## src/design/amer_pkg.sv

```systemverilog
// Constants, types and helpers of the analog module error reporting block.
// Assumes one 200 MHz clock and an Avalon-MM master that owns the register bus.
// Behaviour
// - Any module fault forces every analog output channel to zero.
// - A power-up self-test sequence runs before normal operation begins.
// - Status indicator is steadily on when healthy, off on a module fault; a failed self-test lights it for one cycle before it goes off.
// - Diagnose module and channels; report hardware faults to the controller status.
// - Over-range and under-range flags per channel sit in the input image.
// - Channel range errors are non-critical; the module keeps operating.
// - Error word: bits 15-12 don't care, 11-9 class, 8-0 extended code.
// - Class codes: 000 none, 001 hardware, 010 configuration.
// - Extended field is zero whenever the class says no error.
// - Invalid configuration is rejected, flagged non-critical, previous one kept.
// - Extended field names the invalid configuration option beside the configuration class.
// - Hardware error without detail reads class 001, extended zero, X200.
// - Configuration error without detail reads class 010, extended zero, X400.
package amer_pkg;
  localparam int unsigned AMER_NCH = 4;
  localparam logic [2:0] AMER_CLS_NONE = 3'h0;
  localparam logic [2:0] AMER_CLS_HW = 3'h1;
  localparam logic [2:0] AMER_CLS_CFG = 3'h2;
  localparam logic [8:0] AMER_EXT_GENERAL = 9'h000;
  localparam logic [8:0] AMER_EXT_POWERUP = 9'h001;
  localparam logic [15:0] AMER_ERR_HW_GENERAL = 16'h0200;
  localparam logic [15:0] AMER_ERR_CFG_GENERAL = 16'h0400;
  // Register byte offsets
  localparam logic [7:0] AMER_OFS_ERR = 8'h00;
  localparam logic [7:0] AMER_OFS_STAT = 8'h04;
  localparam logic [7:0] AMER_OFS_CFG = 8'h08;
  localparam logic [7:0] AMER_OFS_IRQ_ST = 8'h0c;
  localparam logic [7:0] AMER_OFS_IRQ_MSK = 8'h10;
  localparam logic [7:0] AMER_OFS_IMG = 8'h20;
  localparam logic [7:0] AMER_OFS_DAC = 8'h40;
  localparam logic [31:0] AMER_CFG_RST = 32'h0000_0000;
  localparam logic [3:0] AMER_MSK_RST = 4'h0;
  // Interrupt and status bit positions
  localparam int unsigned AMER_NIRQ = 4;
  localparam int unsigned AMER_IRQ_DONE = 0;
  localparam int unsigned AMER_IRQ_HW = 1;
  localparam int unsigned AMER_IRQ_CFG = 2;
  localparam int unsigned AMER_IRQ_RANGE = 3;
  localparam int unsigned AMER_ST_DONE = 0;
  localparam int unsigned AMER_ST_FAULT = 1;
  localparam int unsigned AMER_ST_LED = 2;
  localparam int unsigned AMER_ST_CFGERR = 3;
  // Range codes above the maximum are unsupported
  localparam logic [1:0] AMER_RANGE_MAX = 2'h2;
  localparam logic [3:0][15:0] AMER_RANGE_HI = {16'hffff, 16'hfeff, 16'hfff0, 16'h7fff};
  localparam logic [3:0][15:0] AMER_RANGE_LO = {16'h0000, 16'h0800, 16'h0400, 16'h0000};
  // Self-test timing
  localparam int unsigned AMER_ST_STEPS = 8;
  localparam int unsigned AMER_CLK_PS = 5000;
  localparam int unsigned AMER_ST_SETTLE_NS = 100;
  localparam int unsigned AMER_ST_SETTLE_CYC = (AMER_ST_SETTLE_NS * 1000 + AMER_CLK_PS - 1)
                                               / AMER_CLK_PS;
  typedef struct packed {
    logic [3:0] dont_care;
    logic [2:0] cls;
    logic [8:0] ext;
  } amer_err_t;
  typedef struct packed {
    logic over;
    logic under;
    logic [15:0] data;
  } amer_image_t;
  // Byte-lane merge for partial writes
  function automatic logic [31:0] amer_merge(input logic [31:0] old, input logic [31:0] wd,
                                             input logic [3:0] be);
    logic [31:0] r;
    r = old;
    for (int i = 0; i < 4; i++) begin
      if (be[i]) begin
        r[8*i +: 8] = wd[8*i +: 8];
      end
    end
    return r;
  endfunction : amer_merge
endpackage : amer_pkg

```

## src/design/amer_core.sv

```systemverilog
// Error reporting core of an analog expansion module: self-test, status
// indicator, output zeroing, range flags, configuration check and error word.
// Assumes samples and test results come from logic on clk; hw_fault_pin is async.
//
// Added by the designer: the Avalon-MM register port and the address map.
module amer_core
  import amer_pkg::*;
#(
  parameter int unsigned NCH = AMER_NCH,
  parameter int unsigned ST_STEPS = AMER_ST_STEPS,
  parameter int unsigned ST_SETTLE = AMER_ST_SETTLE_CYC
) (
  input wire logic clk,
  input wire logic resetn,
  input wire logic [7:0] address,
  input wire logic read,
  input wire logic write,
  input wire logic [31:0] writedata,
  input wire logic [3:0] byteenable,
  output logic [31:0] readdata,
  output logic waitrequest,
  input wire logic [NCH-1:0][15:0] samples_i,
  input wire logic [NCH-1:0] sample_valid_i,
  input wire logic test_ok_i,
  output logic [7:0] test_sel_o,
  input wire logic hw_fault_pin,
  output logic [NCH-1:0][15:0] dac_o,
  output logic [NCH-1:0] over_o,
  output logic [NCH-1:0] under_o,
  output logic [15:0] err_word_o,
  output logic critical_o,
  output logic led_o,
  output logic irq
);
  localparam logic [31:0] CFG_USED = 32'((64'h1 << (2 * NCH)) - 64'h1);

  logic ack_q;
  logic [31:0] rdata_q;
  logic fault_s1_q, fault_s2_q, fault_s3_q, fault_f_q;
  logic st_done, st_pass, st_done_q;
  logic hw_fault_q;
  logic hw_active;
  logic [31:0] cfg_q;
  logic cfg_err_q;
  logic [8:0] cfg_code_q;
  amer_err_t err_q;
  amer_err_t err_d;
  logic led_q;
  logic [AMER_NIRQ-1:0] irq_st_q, irq_msk_q, irq_set, irq_clr;
  amer_image_t [NCH-1:0] image_q;
  logic [NCH-1:0][15:0] dac_q;
  logic [NCH-1:0][15:0] dac_out_q;
  logic [NCH-1:0] over_now, under_now;

  // Bus handshake: one wait cycle, the request is taken on the second edge
  logic req, bus_take, wr_en;
  assign req = read | write;
  assign waitrequest = req & ~ack_q;
  assign bus_take = req & ack_q;
  assign wr_en = write & ack_q;

  // Address decode
  logic [2:0] ch_idx;
  logic ch_ok;
  logic sel_err, sel_stat, sel_cfg, sel_ist, sel_imsk, sel_img, sel_dac;
  assign ch_idx = address[4:2];
  assign ch_ok = (32'(ch_idx) < NCH);
  assign sel_err = (address[7:2] == AMER_OFS_ERR[7:2]);
  assign sel_stat = (address[7:2] == AMER_OFS_STAT[7:2]);
  assign sel_cfg = (address[7:2] == AMER_OFS_CFG[7:2]);
  assign sel_ist = (address[7:2] == AMER_OFS_IRQ_ST[7:2]);
  assign sel_imsk = (address[7:2] == AMER_OFS_IRQ_MSK[7:2]);
  assign sel_img = (address[7:5] == AMER_OFS_IMG[7:5]) & ch_ok;
  assign sel_dac = (address[7:5] == AMER_OFS_DAC[7:5]) & ch_ok;

  always_ff @(posedge clk or negedge resetn) begin
    if (!resetn) begin
      ack_q <= 1'b0;
    end else begin
      ack_q <= req & ~ack_q;
    end
  end

  // Fault pin: three stages, the filtered level moves when stages two and three agree
  always_ff @(posedge clk or negedge resetn) begin
    if (!resetn) begin
      fault_s1_q <= 1'b0;
      fault_s2_q <= 1'b0;
      fault_s3_q <= 1'b0;
      fault_f_q <= 1'b0;
    end else begin
      fault_s1_q <= hw_fault_pin;
      fault_s2_q <= fault_s1_q;
      fault_s3_q <= fault_s2_q;
      if (fault_s2_q == fault_s3_q) begin
        fault_f_q <= fault_s3_q;
      end
    end
  end

  // Power-up diagnostics must finish before the outputs and indicator go live
  amer_selftest #(
    .STEPS(ST_STEPS),
    .SETTLE(ST_SETTLE)
  ) u_selftest (
    .clk(clk),
    .resetn(resetn),
    .test_ok(test_ok_i),
    .test_sel(test_sel_o),
    .done(st_done),
    .pass(st_pass)
  );

  // Hardware faults latch until power is cycled; a glitchy pin must not clear them
  always_ff @(posedge clk or negedge resetn) begin
    if (!resetn) begin
      hw_fault_q <= 1'b0;
      st_done_q <= 1'b0;
    end else begin
      st_done_q <= st_done;
      if ((st_done && !st_pass) || fault_f_q) begin
        hw_fault_q <= 1'b1;
      end
    end
  end
  // A failed test counts from the cycle it ends, so no clean word or live output slips out
  assign hw_active = hw_fault_q | ~st_pass;

  // Configuration check on a candidate built from the byte lanes
  logic cfg_wr;
  logic [31:0] cfg_cand;
  logic cfg_ok;
  logic [8:0] bad_code;
  assign cfg_wr = wr_en & sel_cfg;
  assign cfg_cand = amer_merge(cfg_q, writedata, byteenable);
  // Reserved bits give the general code only when no range is bad; a bad range names its channel
  always_comb begin
    cfg_ok = ((cfg_cand & ~CFG_USED) == 32'h0000_0000);
    bad_code = AMER_EXT_GENERAL;
    for (int c = NCH - 1; c >= 0; c--) begin
      if (cfg_cand[2*c +: 2] > AMER_RANGE_MAX) begin
        cfg_ok = 1'b0;
        bad_code = 9'(c + 1);
      end
    end
  end

  // Rejected writes keep the last accepted setup and raise a non-critical error
  always_ff @(posedge clk or negedge resetn) begin
    if (!resetn) begin
      cfg_q <= AMER_CFG_RST;
      cfg_err_q <= 1'b0;
      cfg_code_q <= AMER_EXT_GENERAL;
    end else if (cfg_wr) begin
      if (cfg_ok) begin
        cfg_q <= cfg_cand;
        cfg_err_q <= 1'b0;
        cfg_code_q <= AMER_EXT_GENERAL;
      end else begin
        cfg_err_q <= 1'b1;
        cfg_code_q <= bad_code;
      end
    end
  end

  // Error word: hardware outranks configuration; power-up shows the hardware class with the power-up code
  always_comb begin
    err_d.dont_care = 4'h0;
    if (hw_active) begin
      err_d.cls = AMER_CLS_HW;
      err_d.ext = st_done ? AMER_EXT_GENERAL : AMER_EXT_POWERUP;
    end else if (cfg_err_q) begin
      err_d.cls = AMER_CLS_CFG;
      err_d.ext = cfg_code_q;
    end else begin
      err_d.cls = AMER_CLS_NONE;
      err_d.ext = AMER_EXT_GENERAL;
    end
  end

  always_ff @(posedge clk or negedge resetn) begin
    if (!resetn) begin
      err_q <= '0;
      led_q <= 1'b0;
    end else begin
      err_q <= err_d;
      led_q <= st_done & ~hw_fault_q;
    end
  end
  assign err_word_o = err_q;
  assign led_o = led_q;
  // The controller drops out of run mode on this level
  assign critical_o = (err_q.cls == AMER_CLS_HW) & st_done_q;

  // Per channel: range flags on each sample, output data with fault zeroing
  for (genvar g = 0; g < NCH; g++) begin : g_ch
    logic [1:0] rng;
    assign rng = cfg_q[2*g +: 2];
    assign over_now[g] = samples_i[g] > AMER_RANGE_HI[rng];
    assign under_now[g] = samples_i[g] < AMER_RANGE_LO[rng];
    always_ff @(posedge clk or negedge resetn) begin
      if (!resetn) begin
        image_q[g] <= '0;
      end else if (sample_valid_i[g]) begin
        image_q[g] <= '{over: over_now[g], under: under_now[g], data: samples_i[g]};
      end
    end
    always_ff @(posedge clk or negedge resetn) begin
      if (!resetn) begin
        dac_q[g] <= 16'h0000;
      end else if (wr_en && sel_dac && (ch_idx == 3'(g))) begin
        dac_q[g] <= 16'(amer_merge({16'h0000, dac_q[g]}, writedata, byteenable));
      end
    end
    // Range errors never touch the outputs; only a module fault or a self-test not yet passed does
    always_ff @(posedge clk or negedge resetn) begin
      if (!resetn) begin
        dac_out_q[g] <= 16'h0000;
      end else begin
        dac_out_q[g] <= hw_active ? 16'h0000 : dac_q[g];
      end
    end
    assign over_o[g] = image_q[g].over;
    assign under_o[g] = image_q[g].under;
  end
  assign dac_o = dac_out_q;

  // Interrupt sources and write-one-to-clear
  logic range_evt;
  assign range_evt = |(sample_valid_i & (over_now | under_now));
  assign irq_set[AMER_IRQ_DONE] = st_done & ~st_done_q;
  assign irq_set[AMER_IRQ_HW] = ~hw_fault_q & ((st_done & ~st_pass) | fault_f_q);
  assign irq_set[AMER_IRQ_CFG] = cfg_wr & ~cfg_ok;
  assign irq_set[AMER_IRQ_RANGE] = range_evt;
  assign irq_clr = (wr_en & sel_ist & byteenable[0]) ? writedata[AMER_NIRQ-1:0] : '0;

  // A set in the clearing cycle wins, so no event is lost
  always_ff @(posedge clk or negedge resetn) begin
    if (!resetn) begin
      irq_st_q <= '0;
      irq_msk_q <= AMER_MSK_RST;
    end else begin
      irq_st_q <= (irq_st_q & ~irq_clr) | irq_set;
      if (wr_en && sel_imsk && byteenable[0]) begin
        irq_msk_q <= writedata[AMER_NIRQ-1:0];
      end
    end
  end
  assign irq = |(irq_st_q & irq_msk_q);

  // Read mux; unmapped addresses read zero and writes there are dropped
  logic [31:0] rmux;
  logic [31:0] stat_word;
  assign stat_word = 32'({cfg_err_q, led_q, hw_fault_q, st_done});
  assign rmux = sel_err ? {16'h0000, err_q} :
                sel_stat ? stat_word :
                sel_cfg ? cfg_q :
                sel_ist ? 32'(irq_st_q) :
                sel_imsk ? 32'(irq_msk_q) :
                sel_img ? {14'h0000, image_q[ch_idx]} :
                sel_dac ? {16'h0000, dac_q[ch_idx]} : 32'h0000_0000;

  always_ff @(posedge clk or negedge resetn) begin
    if (!resetn) begin
      rdata_q <= 32'h0000_0000;
    end else if (read && !ack_q) begin
      rdata_q <= rmux;
    end
  end
  assign readdata = rdata_q;
endmodule : amer_core

```

## src/design/amer_selftest.sv

```systemverilog
// Power-up self-test sequencer: walks the test steps, waits settle, checks result.
// Assumes test_ok comes from logic on the same clock and is valid after settle.
module amer_selftest
  import amer_pkg::*;
#(
  parameter int unsigned STEPS = AMER_ST_STEPS,
  parameter int unsigned SETTLE = AMER_ST_SETTLE_CYC
) (
  input wire logic clk,
  input wire logic resetn,
  input wire logic test_ok,
  output logic [7:0] test_sel,
  output logic done,
  output logic pass
);
  typedef enum logic [1:0] {
    AMER_S_SETTLE = 2'b00,
    AMER_S_CHECK = 2'b01,
    AMER_S_PASS = 2'b10,
    AMER_S_FAIL = 2'b11
  } amer_st_t;
  amer_st_t st_q;
  logic [15:0] cnt_q;
  logic [7:0] step_q;
  // Sequence: settle, check, next step; a single failed check ends it
  always_ff @(posedge clk or negedge resetn) begin
    if (!resetn) begin
      st_q <= AMER_S_SETTLE;
      cnt_q <= 16'h0000;
      step_q <= 8'h00;
    end else begin
      unique case (st_q)
        AMER_S_SETTLE: begin
          cnt_q <= cnt_q + 16'h0001;
          if (cnt_q == 16'(SETTLE - 1)) begin
            st_q <= AMER_S_CHECK;
          end
        end
        AMER_S_CHECK: begin
          cnt_q <= 16'h0000;
          if (!test_ok) begin
            st_q <= AMER_S_FAIL;
          end else if (step_q == 8'(STEPS - 1)) begin
            st_q <= AMER_S_PASS;
          end else begin
            step_q <= step_q + 8'h01;
            st_q <= AMER_S_SETTLE;
          end
        end
        AMER_S_PASS: st_q <= AMER_S_PASS;
        AMER_S_FAIL: st_q <= AMER_S_FAIL;
      endcase
    end
  end
  assign test_sel = step_q;
  assign done = st_q[1];
  assign pass = (st_q == AMER_S_PASS);
endmodule : amer_selftest

```

## config.mk

```make
export PLATFORM = sky130hd
export DESIGN_NAME = amer_core
export DESIGN_NICKNAME = d
export VERILOG_FILES = /design/src/design/amer_pkg.sv /design/src/design/amer_core.sv /design/src/design/amer_selftest.sv
export SDC_FILE = /design/constraint.sdc
export NUM_CORES = 1
export LEC_CHECK = 0
export BUFFER_PORTS_ARGS = -buffer_cell sky130_fd_sc_hd__buf_2
export CORE_ASPECT_RATIO = 0.5
export CORE_UTILIZATION = 50
export DETAILED_ROUTE_END_ITERATION = 8
export PLACE_DENSITY = 0.75
export SYNTH_ARGS = -nofsm -noshare
export SYNTH_HDL_FRONTEND = slang
export SYNTH_SLANG_ARGS = --single-unit
```

## constraint.sdc

```tcl
create_clock -name clk -period 2.2 [get_ports clk]
set_input_delay 0.22 -clock clk [delete_from_list [all_inputs] [get_ports clk]]
set_output_delay 0.22 -clock clk [all_outputs]
set_load 0.01 [all_outputs]
```

Word-level counts from Yosys, hierarchy flattened
Cells that the tools add are included.
Storage, ports and cells
  logic and storage cells: 191
  latch bits: 0
  register bits after elaboration: 328
  output and inout bits: 132
  bits in read-only memories: 0
  bits in writable memories: 0
  memories kept: 0
Cells by class
  divide/modulo/power cells: 0
  reduce and logical (&&, ||, !) cells: 29
  eq/ne operators: 17
  mux-type cells: 54
  magnitude comparators: 18
  add/sub/neg operators: 2
  shift-type cells: 0
  multipliers: 0
  bitwise gates (word level): 28
Operator list (count)
  $bmux 16 s2: 9
  $mux 16: 14
  $mux 32: 3
  $mux 18: 4
  $gt 16x16->1: 4
  $lt 16x16->1: 4
  $bmux 18 s2: 1
  $logic_not 32->1: 1
  $mux 8: 4
  $pmux 16 s2: 1
  $mux 11: 2
  $reduce_and 2->1: 9
  $add 16x1->16 const B: 1
  $eq 16x5->1 const B: 1
  $mux 3: 5
  $and 1x1->1: 13
  $and 4x4->4: 3
  $eq 6x2->1 const B: 2
  $lt 2x3->1 const B: 4
  $eq 3x1->1 const B: 3
  $eq 3x2->1 const B: 3
  $logic_and 1x1->1: 9
  $add 8x1->8 const B: 1
  $eq 8x3->1 const B: 1
  24 further kinds: 46

Longest topological paths before layout
Gate-level depths: netlist of run 1.
  depth in word-level cells: 9
  mapped depth: 9
  mapped depth without buffers: 9

Hierarchy
A second synthesis of run 1 with hierarchy kept.
Unflattened totals
  cells, all modules: 1135
  area, all modules: 14079.8 um2
By module, submodules not included
  amer_core: cells each 1007, times used 1, area each 12812.3 um2
  amer_selftest: cells each 128, times used 1, area each 1267.5 um2

Least setup slack after synthesis of run 1
No wires, ideal clock.
  path type: reg2reg
  start point: register cfg_q[21]
  end point: register cfg_q[0]
  path buffers: 1
  data required time: 2075 ps
  cell stages (with the launch flop): 8
  path slack: 41 ps
  data arrival time: 2033 ps
  setup time: 125 ps
  path through: dfrtp_1 or4_1 o2bb2ai_1 nand2_1 nor4_2 and3_4 buf_8 mux2_4
On the way
  word-level cells in the longest chain between the ends: 7
RTL lines
  from (decl): line amer_core.sv:43  | logic [31:0] cfg_q;
  from (signal assigned): line amer_core.sv:156  | cfg_q <= cfg_cand;
  $mux 8: line amer_pkg.sv:72  | if (be[i]) begin
  $logic_not 32->1: line amer_core.sv:138  | cfg_ok = ((cfg_cand & ~CFG_USED) == 32'h0000_0000);
  $mux 1 (4 in series): line amer_core.sv:141  | if (cfg_cand[2*c +: 2] > AMER_RANGE_MAX) begin
  $reduce_and 2->1 (no source line)
No other way between the ends.
A chain may end at the register's enable or synchronous reset.

Worst setup path in the final report of run 1
  start point: register cfg_q[0]
  end point: register irq_st_q[3]
On the way
  word-level cells in the longest chain between the ends: 7
  elaborated cells between the ends (all ways): 10
  classes of those cells: 2 x order compare; 4 x mux; 3 x bitwise; 1 x reduce/logical
RTL lines
  $bmux 16 s2, on equally long branches: line amer_core.sv:199, amer_core.sv:200
  $mux 16, on equally long branches: line amer_core.sv:199, amer_core.sv:200
  $gt 16x16->1 / $lt 16x16->1 (equally long branches): line amer_core.sv:199, amer_core.sv:200
  $or 4x4->4 (*): line amer_core.sv:230  | assign range_evt = |(sample_valid_i & (over_now | under_now));
  $and 4x4->4 (*): line amer_core.sv:230
  $reduce_or 4->1 (*): line amer_core.sv:230
  $or 4x4->4 (*): line amer_core.sv:243  | irq_st_q <= (irq_st_q & ~irq_clr) | irq_set;
  to (signal assigned): line amer_core.sv:243
  to (decl): line amer_core.sv:49  | logic [AMER_NIRQ-1:0] irq_st_q, irq_msk_q, irq_set, irq_clr;
Every way passes the cells marked *; elsewhere a longest branch is shown, timed or not. The select of a mux whose other input is x is not followed.

==> run metrics, run 1 <==
clock latency on the worst-skew pair=570 ps; Worst-Margin Slew=around 700 ps; hold_ws=roughly 17 ps; drt wl/cell=21.3 um; Inst Count DP=~1800; failing checks=setup timing; DIE HEIGHT=between 100 and 150 um; global-route wire length before repair=approximately 63000 um; Avg Cell Area, Syn=12.5 um^2; CP arrival=between 2000 and 3000 ps; Synth Instances=approximately 1100; number of synthesized flops with an enable pin=0; Area contributors post-synth=dfrtp_1 (56%), mux2_2 (11%), mux4_2 (5.5%), and2_1 (4.0%), nand2_1 (2.5%); area delta synth->final=29.2%; initial antenna violation count=0; Startpoint Class=register; share of cells above drive strength 1=roughly two fifths; Power Total=about 12 mW; Final Hold Viols=0; top post-synthesis cells by count=dfrtp_1 (315), mux2_2 (140), nand2_1 (94), and2_1 (89), o21ai_0 (64); fmax=~430 MHz; Crit Path Class=register to register; Final Skew=22.9 ps; Peak VDD IR=563 uV; CP required=2630 ps; dominant synthesized flop cell=dfrtp_1; Slew headroom=53.1%; outcome=finished with violations; Seq/Total Area, Yosys=a little under three fifths; via count=around 11000; Remaining DRCs=0; cell taking the most area after synthesis=dfrtp_1; die width=around 240 um; FFs w/ async S/R, synth=100%; Post-Place Worst Slack=-236 ps; leading cell type by number of instances after synthesis=dfrtp_1; Final Non-Filler Cells=1903; I/O pin count=250; crit-path max FO=5; CTS HTree Levels=1; synth warn=0; Total GRT Usage=between 20% and 30%; Crit. End Element=register; Via density=5.63; Die Area=around 29000 um^2; clk buf depth=3; core area=between 20000 and 30000 um^2; setup ws final=-108 ps; fin. max-slew vios=0; top-area cell type share of the netlist area=between 50 and 60%; Reg clk slew, reported paths=roughly 70 ps; number of placement rows=between 40 and 50; Yosys reg bits=between 300 and 400; Clock Root Buffer=clkbuf_16; P_leak=between 8 and 9 nW; Max-Cap Viols=0; Net count, final=~1600; Detailed Place HPWL=29100 um; post-layout min period=approximately 2300 ps; Min-Delay Path Depth=2; Synth cell types=62; largest net degree at the start of global routing=64; Hold WC Path Type=input pin to register; CTS tree=yes; Num CTS Buffers=28; TritonRoute pass-1 iters=5; Worst R2R Path Depth=9; final core utilization=67.2%; pwr dens=about 680 nW/um^2; Tcrit/Tclk final=105%; grt ovf=0; synthesized area=between 10000 and 15000 um^2; Initial Util=52.0%; Sink Count=around 320; Finish-stage setup viols=9; gpl congestion=about 0.92; Port Buffers=236; RSZ-0062 raised after global routing=yes; Initial DRC Count=a little over 800; post-route ant nets=0; DRT Wirelength=a little over 40000 um; vias in the first global route=approximately 11000
## layout make-up
cell class	instances	area, um^2
fillers	2020	8870
flip-flops and latches	315	7890
multi-input cells	725	5950
repair buffers	411	2830
clock buffers	40	796
well taps	374	468
clock inverters	9	114
inverters	28	105
diodes	1	2.50
## cell families (layout without fill, tap and decap cells)
group                      count (synthesis)  in the layout  share of synthesized area [%]
AOI/OAI and AO/OA                        146            146                           6.28
DFF                                      315            315                           56.1
buffers and inverters                     94            488                           3.23
muxes                                    185            185                           17.7
and+or+nand+nor                          344            344                           13.6
xor gates and xnor gates                  16             16                          0.998
adders and majority gates                 23             23                           2.03
other                                      1             12                         0.0267
## cells in the final DEF, fill, tap and decap left out, types with 27 or more instances in the layout
cell type / Yosys / routed
inv_1: 28 / 27
mux2_2: 140 / 140
buf_2: 5 / 235
dlygate4sd3_1: 0 / 75
nand2_1: 94 / 92
and2_1: 89 / 75
clkbuf_16: 0 / 30
a21oi_1: 29 / 29
mux4_2: 34 / 34
buf_4: 22 / 89
nor2_1: 38 / 38
dfrtp_1: 315 / 312
o21ai_0: 64 / 63
## path summary, 6_finish.rpt
kind	from	end	slack, ps
max reg2reg	cfg_q[0]$_DFFE_PN0P_	irq_st_q[3]$_DFF_PN0_	-110
min in group asynchronous	resetn	u_selftest.test_sel[7]$_DFFE_PN0P_	190
min	writedata[6]	dac_q[22]$_DFFE_PN0P_	20
max	cfg_q[0]$_DFFE_PN0P_	irq_st_q[3]$_DFF_PN0_	-110
min reg2reg	fault_s1_q$_DFF_PN0_	fault_s2_q$_DFF_PN0_	370
max in group asynchronous	resetn	image_q[54]$_DFFE_PN0P_	1280
## where the power goes
| part | total (mW) | switching, mW | internal (mW) |
|---|---|---|---|
| registers | 6.15 | 0.140 | 6.01 |
| logic | 1.24 | 0.652 | 0.592 |
| clock network | 4.95 | 2.20 | 2.75 |
| total | 12.3 | 2.99 | 9.35 |
## metal layers
metal	up-vias	track usage [%]	wire length [um]
met5	-	0	0
met4	0	9.50	1350
met3	109	5.87	2570
met2	399	46.1	19500
met1	5468	38.9	17200
li1	4733	-	-
## worst max-delay path, stage by stage, from the launching register on
cell and delay (ps):
dfrtp_1 430, nand2b_4 170, inv_2 60, ha_4 260, and3_4 160, nand3_1 90
a2111o_1 360, nand4_1 150, nand3_1 100, or4_1 390
## flip-flops by register name (all words and copies together) (netlist names), 5 cells and up
register / cells
dac_o: 64
dac_q: 64
image_q: 64
cfg_q: 32
readdata: 32
u_selftest.cnt_q: 16
u_selftest.test_sel: 8
err_word_o: 5
## through the flow
| stage | TNS [ps] | instance area, um^2 |
|---|---|---|
| after floorplan | 0 | 14100 |
| after CTS | -597 | 17900 |
| after global routing | -2810 | 18100 |
| after detailed placement | -3150 | 16200 |
| after global placement | -2250 | 16200 |
| final | -801 | 18100 |
## timing repair
item                       CTS  global route
cloned                       0             2
hold endpoints to repair   140             0
hold buffers                75             0
setup endpoints to repair    9            36
pin swaps                    5             6
gates resized for setup      7            41
setup buffers                4             3
No activity file was read; power rests on OpenSTA's default activity.
==> inputs of run 2 (changes only) <==
--- a/config.mk
+++ b/config.mk
@@ -5,6 +5,7 @@
 export SDC_FILE = /design/constraint.sdc
 export NUM_CORES = 1
 export LEC_CHECK = 0
+export ABC_AREA = 1
 export BUFFER_PORTS_ARGS = -buffer_cell sky130_fd_sc_hd__buf_2
 export CORE_ASPECT_RATIO = 0.5
 export CORE_UTILIZATION = 50
==> run metrics, run 2 <==
outcome=complete, no violations; # fillers=2429 (+20%); die width=244 um (+2.2%); crit-path max FO=32 (+27); CP arrival=2470 ps (-260 ps); share of cells above drive strength 1=17.1% (-23 points); DRT Wirelength=43400 um (+6.8%); FFs w/ async S/R, synth=100% (unchanged); fin. max-slew vios=0 (unchanged); synth warn=0 (unchanged); leading cell type by number of instances after synthesis=nand2_1; final core utilization=63.5% (-3.7 points); CP required=2660 ps (+30 ps); initial antenna violation count=3 (+3); commonest non-fill, non-tap cell in the layout=nand2_1; drt wl/cell=17.2 um (-19%); number of placement rows=43 (+2.4%); grt ovf=0 (unchanged); CTS tree=yes; Reg area=7880 um^2 (about the same); Initial Util=51.9% (about the same); Crit Path Class=register to register; synthesized area=14700 um^2 (+4.5%); Hold WC Path Type=input pin to register; Reg clk slew, reported paths=70 ps (about the same); post-route ant nets=0 (unchanged); gpl congestion=0.963 (+4.6%); Startpoint Class=register; I/O pin count=250 (unchanged); top post-synthesis cells by count=nand2_1 (544), dfrtp_1 (315), inv_1 (239), o21ai_0 (185), nor2_1 (178); DIE HEIGHT=123 um (+2.2%); Initial DRC Count=1555 (+89%); Avg Cell Area, Syn=8.11 um^2 (-35%); Area contributors post-synth=dfrtp_1 (54%), nand2_1 (14%), o21ai_0 (6.3%), inv_1 (6.1%), nor2_1 (4.6%); number of synthesized flops with an enable pin=0 (unchanged); Num CTS Buffers=29 (+3.6%); Clock Root Buffer=clkbuf_16; global-route wire length before repair=67700 um (+8.1%); Seq/Total Area, Yosys=53.7% (-2.4 points); Detailed Place HPWL=31400 um (+7.9%); Final Hold Viols=0 (unchanged); Slew headroom=63.4% (+10 points); Net count, final=2252 (+37%); cell taking the most area after synthesis=dfrtp_1; RSZ-0062 raised after global routing=no; Post-CTS Setup Bufs=0 (-4); Worst-Margin Slew=548 ps (-155 ps); pwr dens=704 nW/um^2 (+3.5%); Max-Cap Viols=0 (unchanged); area occupied by multi-input gates=5380 um^2 (-9.5%); final setup TNS=0 ps (+801 ps); commonest non-fill, non-tap cells in the layout=nand2_1 (543), dfrtp_1 (315), inv_1 (239), buf_2 (235), o21ai_0 (185); P_leak=9.38 nW (+4.7%); Remaining DRCs=0 (unchanged); post-layout min period=2010 ps (-294 ps); Die Area=30100 um^2 (+4.4%); CTS HTree Levels=1 (unchanged); Total GRT Usage=29.1% (+0.52 points); Tcrit/Tclk final=91.5% (-13 points); top-area cell type share of the netlist area=53.7% (-2.4 points); largest net degree at the start of global routing=68 (+6.3%); Finish-stage setup viols=0 (-9); Yosys reg bits=315 (unchanged); clock latency on the worst-skew pair=570 ps (about the same); TritonRoute pass-1 iters=6 (+1); Final Skew=14.8 ps (-8.07 ps); fmax=497 MHz (+15%); Sink Count=315 (unchanged); Crit. End Element=register; vias in the first global route=12500 (+13%); area delta synth->final=22.3%; dominant synthesized flop cell=dfrtp_1; Port Buffers=236 (unchanged); Peak VDD IR=618 uV (+9.6%); Synth cell types=48 (-23%); core area=28200 um^2 (+4.6%); via count=13200 (+24%); clk buf depth=3 (unchanged); Via density=5.25 (-6.7%); Synth Instances=1810 (+61%)
==> run 2: cell types whose count changed after synthesis, moves of 34 or more <==
cell,change
o21ai_0,+121
nor2_1,+140
nand2_1,+450
mux2_2,-138
and2_1,-88
mux4_2,-34
inv_1,+211
==> run 2: layer usage <==
| layer | GRT usage, % | up-vias | part of all wire [%] |
|---|---|---|---|
| li1 | - | 6249 | - |
| met1 | 42.0 | 6299 | 44 |
| met2 | 44.6 | 583 | 44 |
| met3 | 6.08 | 104 | 9.0 |
| met4 | 8.36 | 0 | 3.0 |
| met5 | 0 | - | 0 |
==> run 2: through the flow <==
stage	instances	instance area [um^2]	hold slack [ps]	power, mW	worst slack, ps
finish	2520	17900	12.9	12.6	186
global route	2520	17900	13.3	13.1	42.6
CTS	2517	17900	1.35	12.7	203
detailed placement	2395	16300	199	7.35	185
global placement	2395	16300	197	7.32	230
floorplan	1820	14700	-75.6	6.79	525
==> run 2: path summary, 6_finish.rpt <==
| kind | startpoint | end | slack, ps | cells past startpoint |
|---|---|---|---|---|
| worst max-delay path | cfg_q[3]$_DFFE_PN0P_ | cfg_q[14]$_DFFE_PN0P_ | 190 | 10 |
| worst min-delay path | samples_i[13] | image_q[13]$_DFFE_PN0P_ | 10 | 3 |
| worst max register to register | cfg_q[3]$_DFFE_PN0P_ | cfg_q[14]$_DFFE_PN0P_ | 190 | 10 |
| worst min register to register | fault_s1_q$_DFF_PN0_ | fault_s2_q$_DFF_PN0_ | 380 | 0 |
| max in group asynchronous | resetn | image_q[10]$_DFFE_PN0P_ | 1250 | 3 |
| min in group asynchronous | resetn | image_q[40]$_DFFE_PN0P_ | 180 | 2 |
==> run 2: timing repair <==
| item | in CTS | in global routing |
|---|---|---|
| gates resized for setup | 0 | 0 |
| hold buffers | 68 | 0 |
| hold endpoints to repair | 124 | 0 |
==> run 2: critical path, stage by stage, from the launching register on <==
cell,delay [ps]
dfrtp_1,420
inv_1,160
o21ai_1,110
nand2_1,120
nand2_1,110
inv_2,60
nand2_1,110
nor2_8,220
nand3_4,350
nand2_1,210
inv_2,40
==> run 2: area by class of cell <==
| type | instances | share of cell area [%] |
|---|---|---|
| Clock inverter | 13 | 0.823 |
| Antenna cell | 3 | 0.0418 |
| Sequential cell | 315 | 43.9 |
| Inverter | 261 | 5.46 |
| Timing Repair Buffer | 342 | 12.4 |
| Multi-Input combinational cell | 1163 | 30.0 |
| Clock buffer | 41 | 4.69 |
| Tap cell | 382 | 2.66 |
==> run 2: power by group <==
group,internal (mW),total [mW],leakage (nW),switching [mW]
Clock,3.02,5.26,0.496,2.25
Combinational,0.437,1.23,4.70,0.798
Sequential,6.01,6.13,4.19,0.126
==> run 2: cells by family after synthesis <==
logic type               Yosys count  share of synthesized area, %
AO/OA/AOI/OAI                    295                          11.1
XOR/XNOR                           6                         0.358
adder cells (fa/ha/maj)           23                          1.94
buffers and inverters            342                          9.86
flip-flops                       315                          53.7
multiplexers                       2                         0.153
other                              1                        0.0256
AND/OR/NAND/NOR                  826                          22.9
